$ cat src/common/fdcrb_pkg.sv
// Purpose: Constants and types for the floppy resource configuration bank
// Assumes: Registers are one aligned Avalon word each, byte address = index * 4
// Notes:   Register data sits in bits 7:0, upper bits read as zero
package fdcrb_pkg;

    // ************************************************************
    // Register indices and bus geometry
    // ************************************************************
    localparam int          ADDR_W         = 10;
    localparam int          DATA_W         = 32;
    localparam int          REG_W          = 8;
    localparam logic [7:0]  IDX_PIN_CTRL   = 8'h2d;
    localparam logic [7:0]  IDX_TEST_A     = 8'h2e;
    localparam logic [7:0]  IDX_TEST_B     = 8'h2f;
    localparam logic [7:0]  IDX_ACTIVATE   = 8'h30;
    localparam logic [7:0]  IDX_BASE_HIGH  = 8'h60;
    localparam logic [7:0]  IDX_BASE_LOW   = 8'h61;
    localparam logic [7:0]  IDX_IRQ_SEL    = 8'h70;
    localparam logic [7:0]  IDX_DMA_SEL    = 8'h74;
    localparam int          IDX_LSB        = 2;

    // ************************************************************
    // Reset values and writable masks
    // ************************************************************
    localparam logic [7:0]  RST_PIN_CTRL   = 8'h00;
    localparam logic [7:0]  RST_TEST       = 8'h00;
    localparam logic [7:0]  RST_ACTIVATE   = 8'h01;
    localparam logic [7:0]  RST_BASE_HIGH  = 8'h03;
    localparam logic [7:0]  RST_BASE_LOW   = 8'hf0;
    localparam logic [7:0]  RST_IRQ_SEL    = 8'h06;
    localparam logic [7:0]  RST_DMA_SEL    = 8'h02;
    localparam logic [7:0]  MASK_PIN_CTRL  = 8'h57;
    localparam logic [7:0]  MASK_ACTIVATE  = 8'h01;
    localparam logic [7:0]  MASK_IRQ_SEL   = 8'h0f;
    localparam logic [7:0]  MASK_DMA_SEL   = 8'h07;

    // ************************************************************
    // Field positions
    // ************************************************************
    localparam int          BIT_TRIG_25    = 0;
    localparam int          BIT_TRIG_26    = 1;
    localparam int          BIT_TRIG_27    = 2;
    localparam int          BIT_BYP_25     = 4;
    localparam int          BIT_BYP_27     = 6;
    localparam int          BIT_DMA_OFF    = 2;

    // ************************************************************
    // Base address window, pin and line counts
    // ************************************************************
    localparam int          IO_ADDR_W      = 12;
    localparam logic [15:0] BASE_MIN       = 16'h0100;
    localparam logic [15:0] BASE_MAX       = 16'h0ff8;
    localparam int          BASE_ALIGN     = 3;
    localparam int          NUM_PINS       = 3;
    localparam int          NUM_IRQ        = 16;
    localparam int          NUM_DMA        = 4;

    typedef struct packed {
        logic        active;
        logic [15:0] base;
        logic [3:0]  irq;
        logic [2:0]  dma;
    } fdcrb_res_t;

endpackage

$ cat src/hdl/fdcrb_bank.sv
// Purpose: Floppy resource and pin trigger configuration bank, Avalon-MM slave
// Assumes: One clock, synchronous active-low reset, pins asynchronous
// Notes:   Every access answers with one wait cycle
//
// Behaviour
// - Pin control bit 4 set bypasses general_pin_25 debounce filter.
// - Pin control bit 6 set bypasses general_pin_27 debounce filter.
// - Pin control bit 2 selects level (1) or edge (0) for pin 27.
// - Pin control bit 1 selects level (1) or edge (0) for pin 26.
// - Pin control bit 0 selects level (1) or edge (0) for pin 25.
// - Two test-mode bytes are plain storage resetting to zero; software keeps zero.
// - Activation bit 0 enables floppy_controller; resets to one.
// - Base high/low hold 8-byte aligned I/O base, decoded only within 0x100..0xff8, reset 0x3f0.
// - Interrupt select low nibble names the controller's interrupt line; reset 0x06.
// - DMA select codes 0..3 pick channel, 1xx disables; reset 0x02.
//
// Design decision made here: the Avalon-MM interface to the registers.
module fdcrb_bank
    import fdcrb_pkg::*;
#(
    parameter int DEBOUNCE_CYCLES = 16
) (
    input  wire logic                  clk_sys_i,          // System clock
    input  wire logic                  nrst_i,             // Sync reset, active low
    input  wire logic [ADDR_W-1:0]     avs_address_i,      // Byte address
    input  wire logic                  avs_read_i,         // Read request
    input  wire logic                  avs_write_i,        // Write request
    input  wire logic [DATA_W-1:0]     avs_writedata_i,    // Write data
    input  wire logic [DATA_W/8-1:0]   avs_byteenable_i,   // Byte lanes
    output logic [DATA_W-1:0]          avs_readdata_o,     // Read data
    output logic                       avs_waitrequest_o,  // Stall
    input  wire logic [NUM_PINS-1:0]   general_pin_i,      // Pins 25,26,27
    output logic [NUM_PINS-1:0]        pin_event_o,        // Conditioned triggers
    input  wire logic [IO_ADDR_W-1:0]  io_addr_i,          // Host I/O address
    input  wire logic                  io_cycle_i,         // Host I/O cycle valid
    output logic                       io_hit_o,           // Cycle claimed
    output logic [BASE_ALIGN-1:0]      io_offset_o,        // Port within block
    input  wire logic                  floppy_irq_i,       // Controller interrupt
    input  wire logic                  floppy_drq_i,       // Controller DMA request
    output logic [NUM_IRQ-1:0]         irq_line_o,         // Routed interrupt
    output logic [NUM_DMA-1:0]         drq_line_o,         // Routed DMA request
    output fdcrb_res_t                 floppy_res_o        // Resource view
);

    localparam int CNT_W = $clog2(DEBOUNCE_CYCLES + 1);
    localparam logic [CNT_W-1:0] CNT_LAST = CNT_W'(DEBOUNCE_CYCLES - 1);

    // ************************************************************
    // Register file
    // ************************************************************
    logic [REG_W-1:0] pin_ctrl_r,  pin_ctrl_nxt;
    logic [REG_W-1:0] test_a_r,    test_a_nxt;
    logic [REG_W-1:0] test_b_r,    test_b_nxt;
    logic [REG_W-1:0] activate_r,  activate_nxt;
    logic [REG_W-1:0] base_hi_r,   base_hi_nxt;
    logic [REG_W-1:0] base_lo_r,   base_lo_nxt;
    logic [REG_W-1:0] irq_sel_r,   irq_sel_nxt;
    logic [REG_W-1:0] dma_sel_r,   dma_sel_nxt;
    logic             ack_r,       ack_nxt;
    logic [DATA_W-1:0] rdata_r,    rdata_nxt;

    logic             req;
    logic             wr_go;
    logic [7:0]       idx;
    logic [REG_W-1:0] wbyte;

    function automatic logic [REG_W-1:0] merge(input logic [REG_W-1:0] old_v,
                                               input logic [REG_W-1:0] new_v,
                                               input logic [REG_W-1:0] mask);
        merge = (old_v & ~mask) | (new_v & mask);
    endfunction

    assign req   = avs_read_i | avs_write_i;
    assign idx   = 8'(avs_address_i[ADDR_W-1:IDX_LSB]);
    assign wbyte = avs_writedata_i[REG_W-1:0];
    assign wr_go = avs_write_i & ack_r & avs_byteenable_i[0];
    // One wait cycle so read data comes from a flop
    assign avs_waitrequest_o = req & ~ack_r;
    assign avs_readdata_o    = rdata_r;

    always_comb begin
        pin_ctrl_nxt = pin_ctrl_r;
        test_a_nxt   = test_a_r;
        test_b_nxt   = test_b_r;
        activate_nxt = activate_r;
        base_hi_nxt  = base_hi_r;
        base_lo_nxt  = base_lo_r;
        irq_sel_nxt  = irq_sel_r;
        dma_sel_nxt  = dma_sel_r;
        ack_nxt      = req & ~ack_r;
        rdata_nxt    = rdata_r;
        if (wr_go) begin
            unique case (idx)
                IDX_PIN_CTRL:  pin_ctrl_nxt = merge(pin_ctrl_r, wbyte, MASK_PIN_CTRL);
                IDX_TEST_A:    test_a_nxt   = wbyte;
                IDX_TEST_B:    test_b_nxt   = wbyte;
                IDX_ACTIVATE:  activate_nxt = merge(activate_r, wbyte, MASK_ACTIVATE);
                IDX_BASE_HIGH: base_hi_nxt  = wbyte;
                IDX_BASE_LOW:  base_lo_nxt  = {wbyte[REG_W-1:BASE_ALIGN],
                                               BASE_ALIGN'(0)};
                IDX_IRQ_SEL:   irq_sel_nxt  = merge(irq_sel_r, wbyte, MASK_IRQ_SEL);
                IDX_DMA_SEL:   dma_sel_nxt  = merge(dma_sel_r, wbyte, MASK_DMA_SEL);
                default:       ;
            endcase
        end
        if (avs_read_i & ~ack_r) begin
            unique case (idx)
                IDX_PIN_CTRL:  rdata_nxt = DATA_W'(pin_ctrl_r);
                IDX_TEST_A:    rdata_nxt = DATA_W'(test_a_r);
                IDX_TEST_B:    rdata_nxt = DATA_W'(test_b_r);
                IDX_ACTIVATE:  rdata_nxt = DATA_W'(activate_r);
                IDX_BASE_HIGH: rdata_nxt = DATA_W'(base_hi_r);
                IDX_BASE_LOW:  rdata_nxt = DATA_W'(base_lo_r);
                IDX_IRQ_SEL:   rdata_nxt = DATA_W'(irq_sel_r);
                IDX_DMA_SEL:   rdata_nxt = DATA_W'(dma_sel_r);
                default:       rdata_nxt = '0;
            endcase
        end
    end

    always_ff @(posedge clk_sys_i) begin
        if (!nrst_i) begin
            pin_ctrl_r <= RST_PIN_CTRL;
            test_a_r   <= RST_TEST;
            test_b_r   <= RST_TEST;
            activate_r <= RST_ACTIVATE;
            base_hi_r  <= RST_BASE_HIGH;
            base_lo_r  <= RST_BASE_LOW;
            irq_sel_r  <= RST_IRQ_SEL;
            dma_sel_r  <= RST_DMA_SEL;
            ack_r      <= 1'b0;
            rdata_r    <= '0;
        end else begin
            pin_ctrl_r <= pin_ctrl_nxt;
            test_a_r   <= test_a_nxt;
            test_b_r   <= test_b_nxt;
            activate_r <= activate_nxt;
            base_hi_r  <= base_hi_nxt;
            base_lo_r  <= base_lo_nxt;
            irq_sel_r  <= irq_sel_nxt;
            dma_sel_r  <= dma_sel_nxt;
            ack_r      <= ack_nxt;
            rdata_r    <= rdata_nxt;
        end
    end

    // ************************************************************
    // Pin conditioning
    // ************************************************************
    logic [NUM_PINS-1:0] s1_r, s2_r, s3_r;
    logic [NUM_PINS-1:0] s1_nxt, s2_nxt, s3_nxt;
    logic [NUM_PINS-1:0] stable_r, stable_nxt;
    logic [NUM_PINS-1:0] deb_r, deb_nxt;
    logic [NUM_PINS-1:0] prev_r, prev_nxt;
    logic [NUM_PINS-1:0] event_r, event_nxt;
    logic [CNT_W-1:0]    cnt_r [NUM_PINS];
    logic [CNT_W-1:0]    cnt_nxt [NUM_PINS];
    logic [NUM_PINS-1:0] bypass;
    logic [NUM_PINS-1:0] level_mode;
    logic [NUM_PINS-1:0] cond;

    // Pin 26 has no bypass control, so its filter always stays in
    assign bypass     = {pin_ctrl_r[BIT_BYP_27], 1'b0, pin_ctrl_r[BIT_BYP_25]};
    assign level_mode = {pin_ctrl_r[BIT_TRIG_27],
                         pin_ctrl_r[BIT_TRIG_26],
                         pin_ctrl_r[BIT_TRIG_25]};

    always_comb begin
        s1_nxt     = general_pin_i;
        s2_nxt     = s1_r;
        s3_nxt     = s2_r;
        stable_nxt = stable_r;
        deb_nxt    = deb_r;
        for (int i = 0; i < NUM_PINS; i++) begin
            cnt_nxt[i] = '0;
            if (s2_r[i] == s3_r[i]) begin
                stable_nxt[i] = s3_r[i];
            end
            // Filter needs the level to hold a full window before it moves
            if (stable_r[i] != deb_r[i]) begin
                if (cnt_r[i] == CNT_LAST) begin
                    deb_nxt[i] = stable_r[i];
                end else begin
                    cnt_nxt[i] = cnt_r[i] + CNT_W'(1);
                end
            end
            cond[i] = bypass[i] ? stable_r[i] : deb_r[i];
        end
        prev_nxt  = cond;
        event_nxt = (level_mode & cond) | (~level_mode & cond & ~prev_r);
    end

    always_ff @(posedge clk_sys_i) begin
        if (!nrst_i) begin
            s1_r     <= '0;
            s2_r     <= '0;
            s3_r     <= '0;
            stable_r <= '0;
            deb_r    <= '0;
            prev_r   <= '0;
            event_r  <= '0;
            for (int i = 0; i < NUM_PINS; i++) begin
                cnt_r[i] <= '0;
            end
        end else begin
            s1_r     <= s1_nxt;
            s2_r     <= s2_nxt;
            s3_r     <= s3_nxt;
            stable_r <= stable_nxt;
            deb_r    <= deb_nxt;
            prev_r   <= prev_nxt;
            event_r  <= event_nxt;
            for (int i = 0; i < NUM_PINS; i++) begin
                cnt_r[i] <= cnt_nxt[i];
            end
        end
    end

    assign pin_event_o = event_r;

    // ************************************************************
    // Floppy resource routing
    // ************************************************************
    logic [15:0]         base;
    logic                base_ok;
    logic                active;
    logic                hit_r, hit_nxt;
    logic [BASE_ALIGN-1:0] off_r, off_nxt;
    logic [NUM_IRQ-1:0]  irq_r, irq_nxt;
    logic [NUM_DMA-1:0]  drq_r, drq_nxt;

    assign base    = {base_hi_r, base_lo_r};
    assign active  = activate_r[0];
    // Out-of-window base leaves the device unreachable rather than aliasing
    assign base_ok = (base >= BASE_MIN) && (base <= BASE_MAX);

    always_comb begin
        hit_nxt = active & base_ok & io_cycle_i
                & (io_addr_i[IO_ADDR_W-1:BASE_ALIGN]
                   == base[IO_ADDR_W-1:BASE_ALIGN]);
        off_nxt = io_addr_i[BASE_ALIGN-1:0];
        irq_nxt = '0;
        drq_nxt = '0;
        if (active & floppy_irq_i) begin
            irq_nxt[irq_sel_r[3:0]] = 1'b1;
        end
        if (active & floppy_drq_i & ~dma_sel_r[BIT_DMA_OFF]) begin
            drq_nxt[dma_sel_r[1:0]] = 1'b1;
        end
    end

    always_ff @(posedge clk_sys_i) begin
        if (!nrst_i) begin
            hit_r <= 1'b0;
            off_r <= '0;
            irq_r <= '0;
            drq_r <= '0;
        end else begin
            hit_r <= hit_nxt;
            off_r <= off_nxt;
            irq_r <= irq_nxt;
            drq_r <= drq_nxt;
        end
    end

    assign io_hit_o     = hit_r;
    assign io_offset_o  = off_r;
    assign irq_line_o   = irq_r;
    assign drq_line_o   = drq_r;
    assign floppy_res_o = '{active: active, base: base,
                            irq: irq_sel_r[3:0], dma: dma_sel_r[2:0]};

endmodule

$ cat config.mk
export PLATFORM = sky130hd
export DESIGN_NAME = fdcrb_bank
export DESIGN_NICKNAME = d
export VERILOG_FILES = /design/src/common/fdcrb_pkg.sv /design/src/hdl/fdcrb_bank.sv
export SDC_FILE = /design/constraint.sdc
export NUM_CORES = 1
export LEC_CHECK = 0
export BUFFER_PORTS_ARGS = -buffer_cell sky130_fd_sc_hd__buf_4
export CORE_MARGIN = 2
export CORE_UTILIZATION = 45
export CTS_CLUSTER_SIZE = 28
export DETAILED_ROUTE_END_ITERATION = 12
export PLACE_DENSITY = 0.72
export RECOVER_POWER = 100
export SLEW_MARGIN = 20
export SYNTH_ARGS = -nofsm -noshare
export SYNTH_HDL_FRONTEND = slang
export SYNTH_SLANG_ARGS = --single-unit
$ cat constraint.sdc
create_clock -name clk_sys_i -period 2.4 [get_ports clk_sys_i]
set_clock_uncertainty 0.2 [all_clocks]
set_input_delay 0.36 -clock clk_sys_i [delete_from_list [all_inputs] [get_ports clk_sys_i]]
set_output_delay 0.36 -clock clk_sys_i [all_outputs]
set_load 0.02 [all_outputs]
# After elaboration in Yosys (flattened, before gate mapping)
# Memories as Yosys holds them, arrays and structs flattened.
# Cells that the tools add are included.
# word_totals
regBits,139
ram_bits,15
in_bits,68
output_inout_bits,84
elab_cells,113
mem_count,1
# classes
n_addsub,3
magnitude_cmp,6
n_eq_ne,18
mux,18
n_bitwise,26
reduce_logical,16
# memory_table
memory,words,word_bits,read_ports,rd_ports_with_merged_regs,write_ports,line,rtl
cnt_r,3,5,3,0,3,fdcrb_bank.sv:156,logic [CNT_W-1:0] cnt_r [NUM_PINS];
# ops
operator,n
one-hot mux 8 bit (8 select lines),1
two-way mux 5 bit,9
equality test 8 x 6 -> 1 bit (second input constant),4
equality test 8 x 7 -> 1 bit (second input constant),4
AND reduction 2 bit,13
>= comparator 16 x 9 -> 1 bit (second input constant),1
less-or-equal comparator 16 x 12 -> 1 bit (second input constant),1
adder 5 x 1 -> 5 bit (second input constant),3
equality test 5 x 4 -> 1 bit (second input constant),3
AND 1 bit,10
AND 3 bit,3
equality test 9 bit,1
OR 8 x 1 -> 8 bit,1
OR 8 x 3 -> 8 bit,1
OR 8 x 4 -> 8 bit,1
OR 8 x 7 -> 8 bit,1
two-way mux 1 bit,6
inverter 3 bit,2
< comparator 4 x 5 -> 1 bit (second input constant),1
demux 1 bit (select 4 bit),1
>= comparator 4 x 1 -> 1 bit (second input constant),1
OR 1 bit,4
equality test 1 bit,3
logical AND 1 bit,3
6 further kinds,9

# Depth between registers and ports, before layout
# logic_depth
ltp_word,5
depth_mapped,6
mapped_depth_nobuf,5

# Worst setup path after synthesis
# OpenSTA, ideal clock, no wires.
# synth_path
kind,in2reg
startpoint,in avs_address_i[6]
endpoint,reg test_b_r[7]
setup_time_ps,128
arrival_time_ps,1531
required_time_ps,2072
setup_slack_ps,542
cell_stages,6
n_path_buf,2
cell_sequence,buf_4 -> nand4b_4 -> or4_1 -> buf_2 -> mux2i_1 -> nor2_1
# synth_between
elab_chain_cells,2
# synth_rtl
item,line,rtl
"start, declared",fdcrb_bank.sv:25,"input wire logic [ADDR_W-1:0] avs_address_i,"
equality test 8 x 6 -> 1 bit,fdcrb_bank.sv:93,unique case (idx)
AND reduction 2 bit (no source line),-,
"end signal, assigned",fdcrb_bank.sv:136,test_b_r <= test_b_nxt;
"end, declared",fdcrb_bank.sv:53,"logic [REG_W-1:0] test_b_r, test_b_nxt;"
# Every way passes these cells.
# A chain may end at the register's enable or synchronous reset.

# Final worst setup path
# layout_path
startpoint,in avs_address_i[2]
endpoint,reg rdata_r[5] (netlist: avs_readdata_o[5])
# layout_between
elab_chain_cells,2
word_cells_on_any_way,9
classes_between,eq/ne (8); mux (1)
# layout_rtl
item,line,rtl
equality test 8 x 7 -> 1 bit or equality test 8 x 6 -> 1 bit (tied branches),fdcrb_bank.sv:107,unique case (idx)
one-hot mux 8 bit (8 select lines) *,fdcrb_bank.sv:107,
"end signal, assigned",fdcrb_bank.sv:143,rdata_r <= rdata_nxt;
"end, declared",fdcrb_bank.sv:60,"logic [DATA_W-1:0] rdata_r, rdata_nxt;"
# Every way passes the cells marked *; elsewhere a longest branch is shown, timed or not.

==> flow_summary.toml <==
[placed_design]
dpl.cell_count = 717
portBuffers = 95
place_congestion = 0.887
dp_hpwl_um = 8270

[detailed_routing]
route.detailed.drc = 0
drt-total-wl_um = 11000
drt-initial-drc-count = 185
vias = 3789
wl_per_cell_um = 14.9
drt_first_pass_iters = 5
drt.antenna.violating_nets = 0
vias_per_cell = 5.13

[outcome]
status = "finished clean"

[sta]
rsz0062_at_grt = "false"
finalHoldViolations = 0
relSlewSlack_pct = 48.3
min_period_ns = 2.11
setup_viol = 0
tightest_slew_ns = 0.776
max_freq_mhz = 474
tns_ns = 0
min_period_over_period_pct = 87.9
slew_viol_final = 0

[synthesis]
ys_ff_latch = 111
ys_types = 44
avgSynthCellArea_um2 = 9.42
yosysTopAreaCellShare_pct = 47.5
netlist_top_cells_count = "dfxtp_1 (111), nor2_1 (67), mux2i_1 (35)"
yosys-top-cells-area = "dfxtp_1 (47%), mux2i_1 (7.5%), nor2_1 (5.4%)"
synth_seq_area_share_pct = 47.5
syn_inst = 497
synth_flop_cell = "dfxtp_1"
synth_edf_count = 0
synth.most_common_cell = "dfxtp_1"
yosysWarnings = 0
syn_area_um2 = 4680
yosys.area.top_type = "dfxtp_1"
async_reset_ff_share_pct = 0

[worst_setup_path]
slowest_delay_ns = 0.66
path_cells = "buf_4 -> nor4b_1 -> and3_1 -> a22oi_1 -> a221oi_1"
required_ns = 2.49
startpoint_type = "primary input"
rr_worst_depth = 4
crit_fanout = 16
r2r_slack_ns = 0.44
endpoint_kind = "register"
critPathSlowestCell = "nor4b_1"
critPathArrivalTime_ns = 2.20
critical_path_class = "primary input to register"

[global_routing]
gr-usage-all-layers_pct = 19.8
grt-ovfl-total = 0
grt_pass1_wl_um = 17700
antenna_found_initial = 0
first_global_vias = 3569
grt_max_degree = 32

[finish]
nNetsFinal = 672
synthToLayoutAreaGrowth_pct = 16.5
antenna_cells = 0
drive_above_1_share_pct = 12.8
stdcell_count = 739

[clock_tree]
clock_tree.buffer_depth = 2
path_clk_slew_ns = 0.10
cts_tree = "built"
clkSinkCount = 111
postCtsResizedCells = 0
cts-root-buf = "clkbuf_8"
htreeDepth = 3
clock_latency_ns = 0.37
cts_buffers = 9

[floorplan]
die_y_um = 106
pin_count = 152
die_w_um = 106
num_rows = 37
die_area_um2 = 11200
start_util_pct = 45.8
core_area_um2 = 10200

[power]
vdd_drop_max_mv = 0.437
leakage_nw = 2.18
power.total_mw = 3.19
p_per_area_nw_per_um2 = 584

[job]
cap_violations = 0

[hold_path]
min_path_type = "primary input to register"
hold_depth = 4
-- what timing repair did --
action,CTS,global route
setup buffers,0,0
hold buffers,6,0
hold endpoints to repair,6,0
setup endpoints to repair,0,0
-- metrics by stage --
step	setup WS, ns	utilization (%)	area [um2]	hold slack (ns)
2_1_floorplan	0.542	-	4780	0.196
3_3_place_gp	0.220	53.3	5450	0.214
3_5_place_dp	0.190	53.3	5450	0.221
4_1_cts	0.458	55.7	5700	0.0615
5_1_grt	0.169	53.3	5450	0.0652
6_report	0.291	53.3	5450	0.0668
-- final cells by class --
class / instances / area, um2
Multi-Input combinational cell: 351 / 2190
Sequential cell: 111 / 2220
Clock inverter: 5 / 48.8
Fill cell: 1011 / 4780
Tap cell: 136 / 170
Clock buffer: 11 / 141
Inverter: 12 / 45.0
Timing Repair Buffer: 113 / 634
-- registers in the layout (all words and copies together) (netlist names), 4 cells and up --
signal          flops
test_a_r            8
drq_line_o          4
test_b_r            8
cnt_r              15
pin_ctrl_r          5
irq_line_o         16
irq_sel_r           4
avs_readdata_o      8
base_hi_r           8
base_lo_r           5
-- per-layer routing --
layer / wire (um) / GRT usage [%] / vias up
met3: 740 / 4.54 / 18
li1: - / - / 1865
met2: 5340 / 33.7 / 143
met1: 4690 / 24.7 / 1763
met5: 0 / 0 / -
met4: 222 / 7.05 / 0
-- report_power, final --
| group | switching [mW] | total (mW) | internal, mW |
|---|---|---|---|
| sequential | 0.00540 | 1.86 | 1.85 |
| combinational | 0.150 | 0.236 | 0.0866 |
| clock | 0.659 | 1.09 | 0.431 |
| total | 0.814 | 3.19 | 2.37 |
-- cell usage in the layout, fill, tap and decap left out, types with 3 or more instances in the layout --
| cell | n |
|---|---|
| and2_1 | 12 |
| mux2_2 | 8 |
| nor2_1 | 67 |
| xor2_1 | 4 |
| nand3_1 | 31 |
| clkbuf_1 | 62 |
| nor2b_1 | 9 |
| nor3b_1 | 3 |
| and3_1 | 9 |
| nand4_1 | 7 |
| ha_1 | 6 |
| a32oi_1 | 4 |
| nand2_1 | 34 |
| dlygate4sd3_1 | 6 |
| nor3_1 | 13 |
| or3_1 | 4 |
| clkbuf_8 | 10 |
| and2_0 | 3 |
| a22oi_1 | 7 |
| mux2i_1 | 35 |
| buf_4 | 40 |
| nand2b_1 | 3 |
| clkbuf_4 | 6 |
| o21ai_0 | 4 |
| dfxtp_1 | 111 |
| a221oi_1 | 8 |
| a22o_1 | 5 |
| conb_1 | 27 |
| inv_1 | 12 |
| xnor2_1 | 13 |
| a21oi_1 | 17 |
-- worst max-delay path: cells and delay by family --
kind / cells / cell delay, ns
simple gates: 2 / 1.22
compound gates: 2 / 0.42
buf+inv: 1 / 0.18
-- cells by family (layout without fill, tap and decap cells) --
family	Yosys count	in the layout	share of synthesized area, %
buf+inv	61	141	7.38
fa+ha+maj	6	6	1.60
flops	111	111	47.5
simple gates	208	208	23.2
xor+xnor	17	17	3.18
mux	43	43	9.41
other cells	1	27	0.0801
compound gates	50	50	7.64
-- worst paths after layout --
kind / startpoint / end
setup / recovery: avs_address_i[2] / avs_readdata_o[5]
hold / removal: io_addr_i[7] / io_hit_o
setup reg to reg: ack_r / test_b_r[4]
hold reg to reg: s1_r[2] / s2_r[2]
Note: power is estimated with default switching activity, not from simulation.
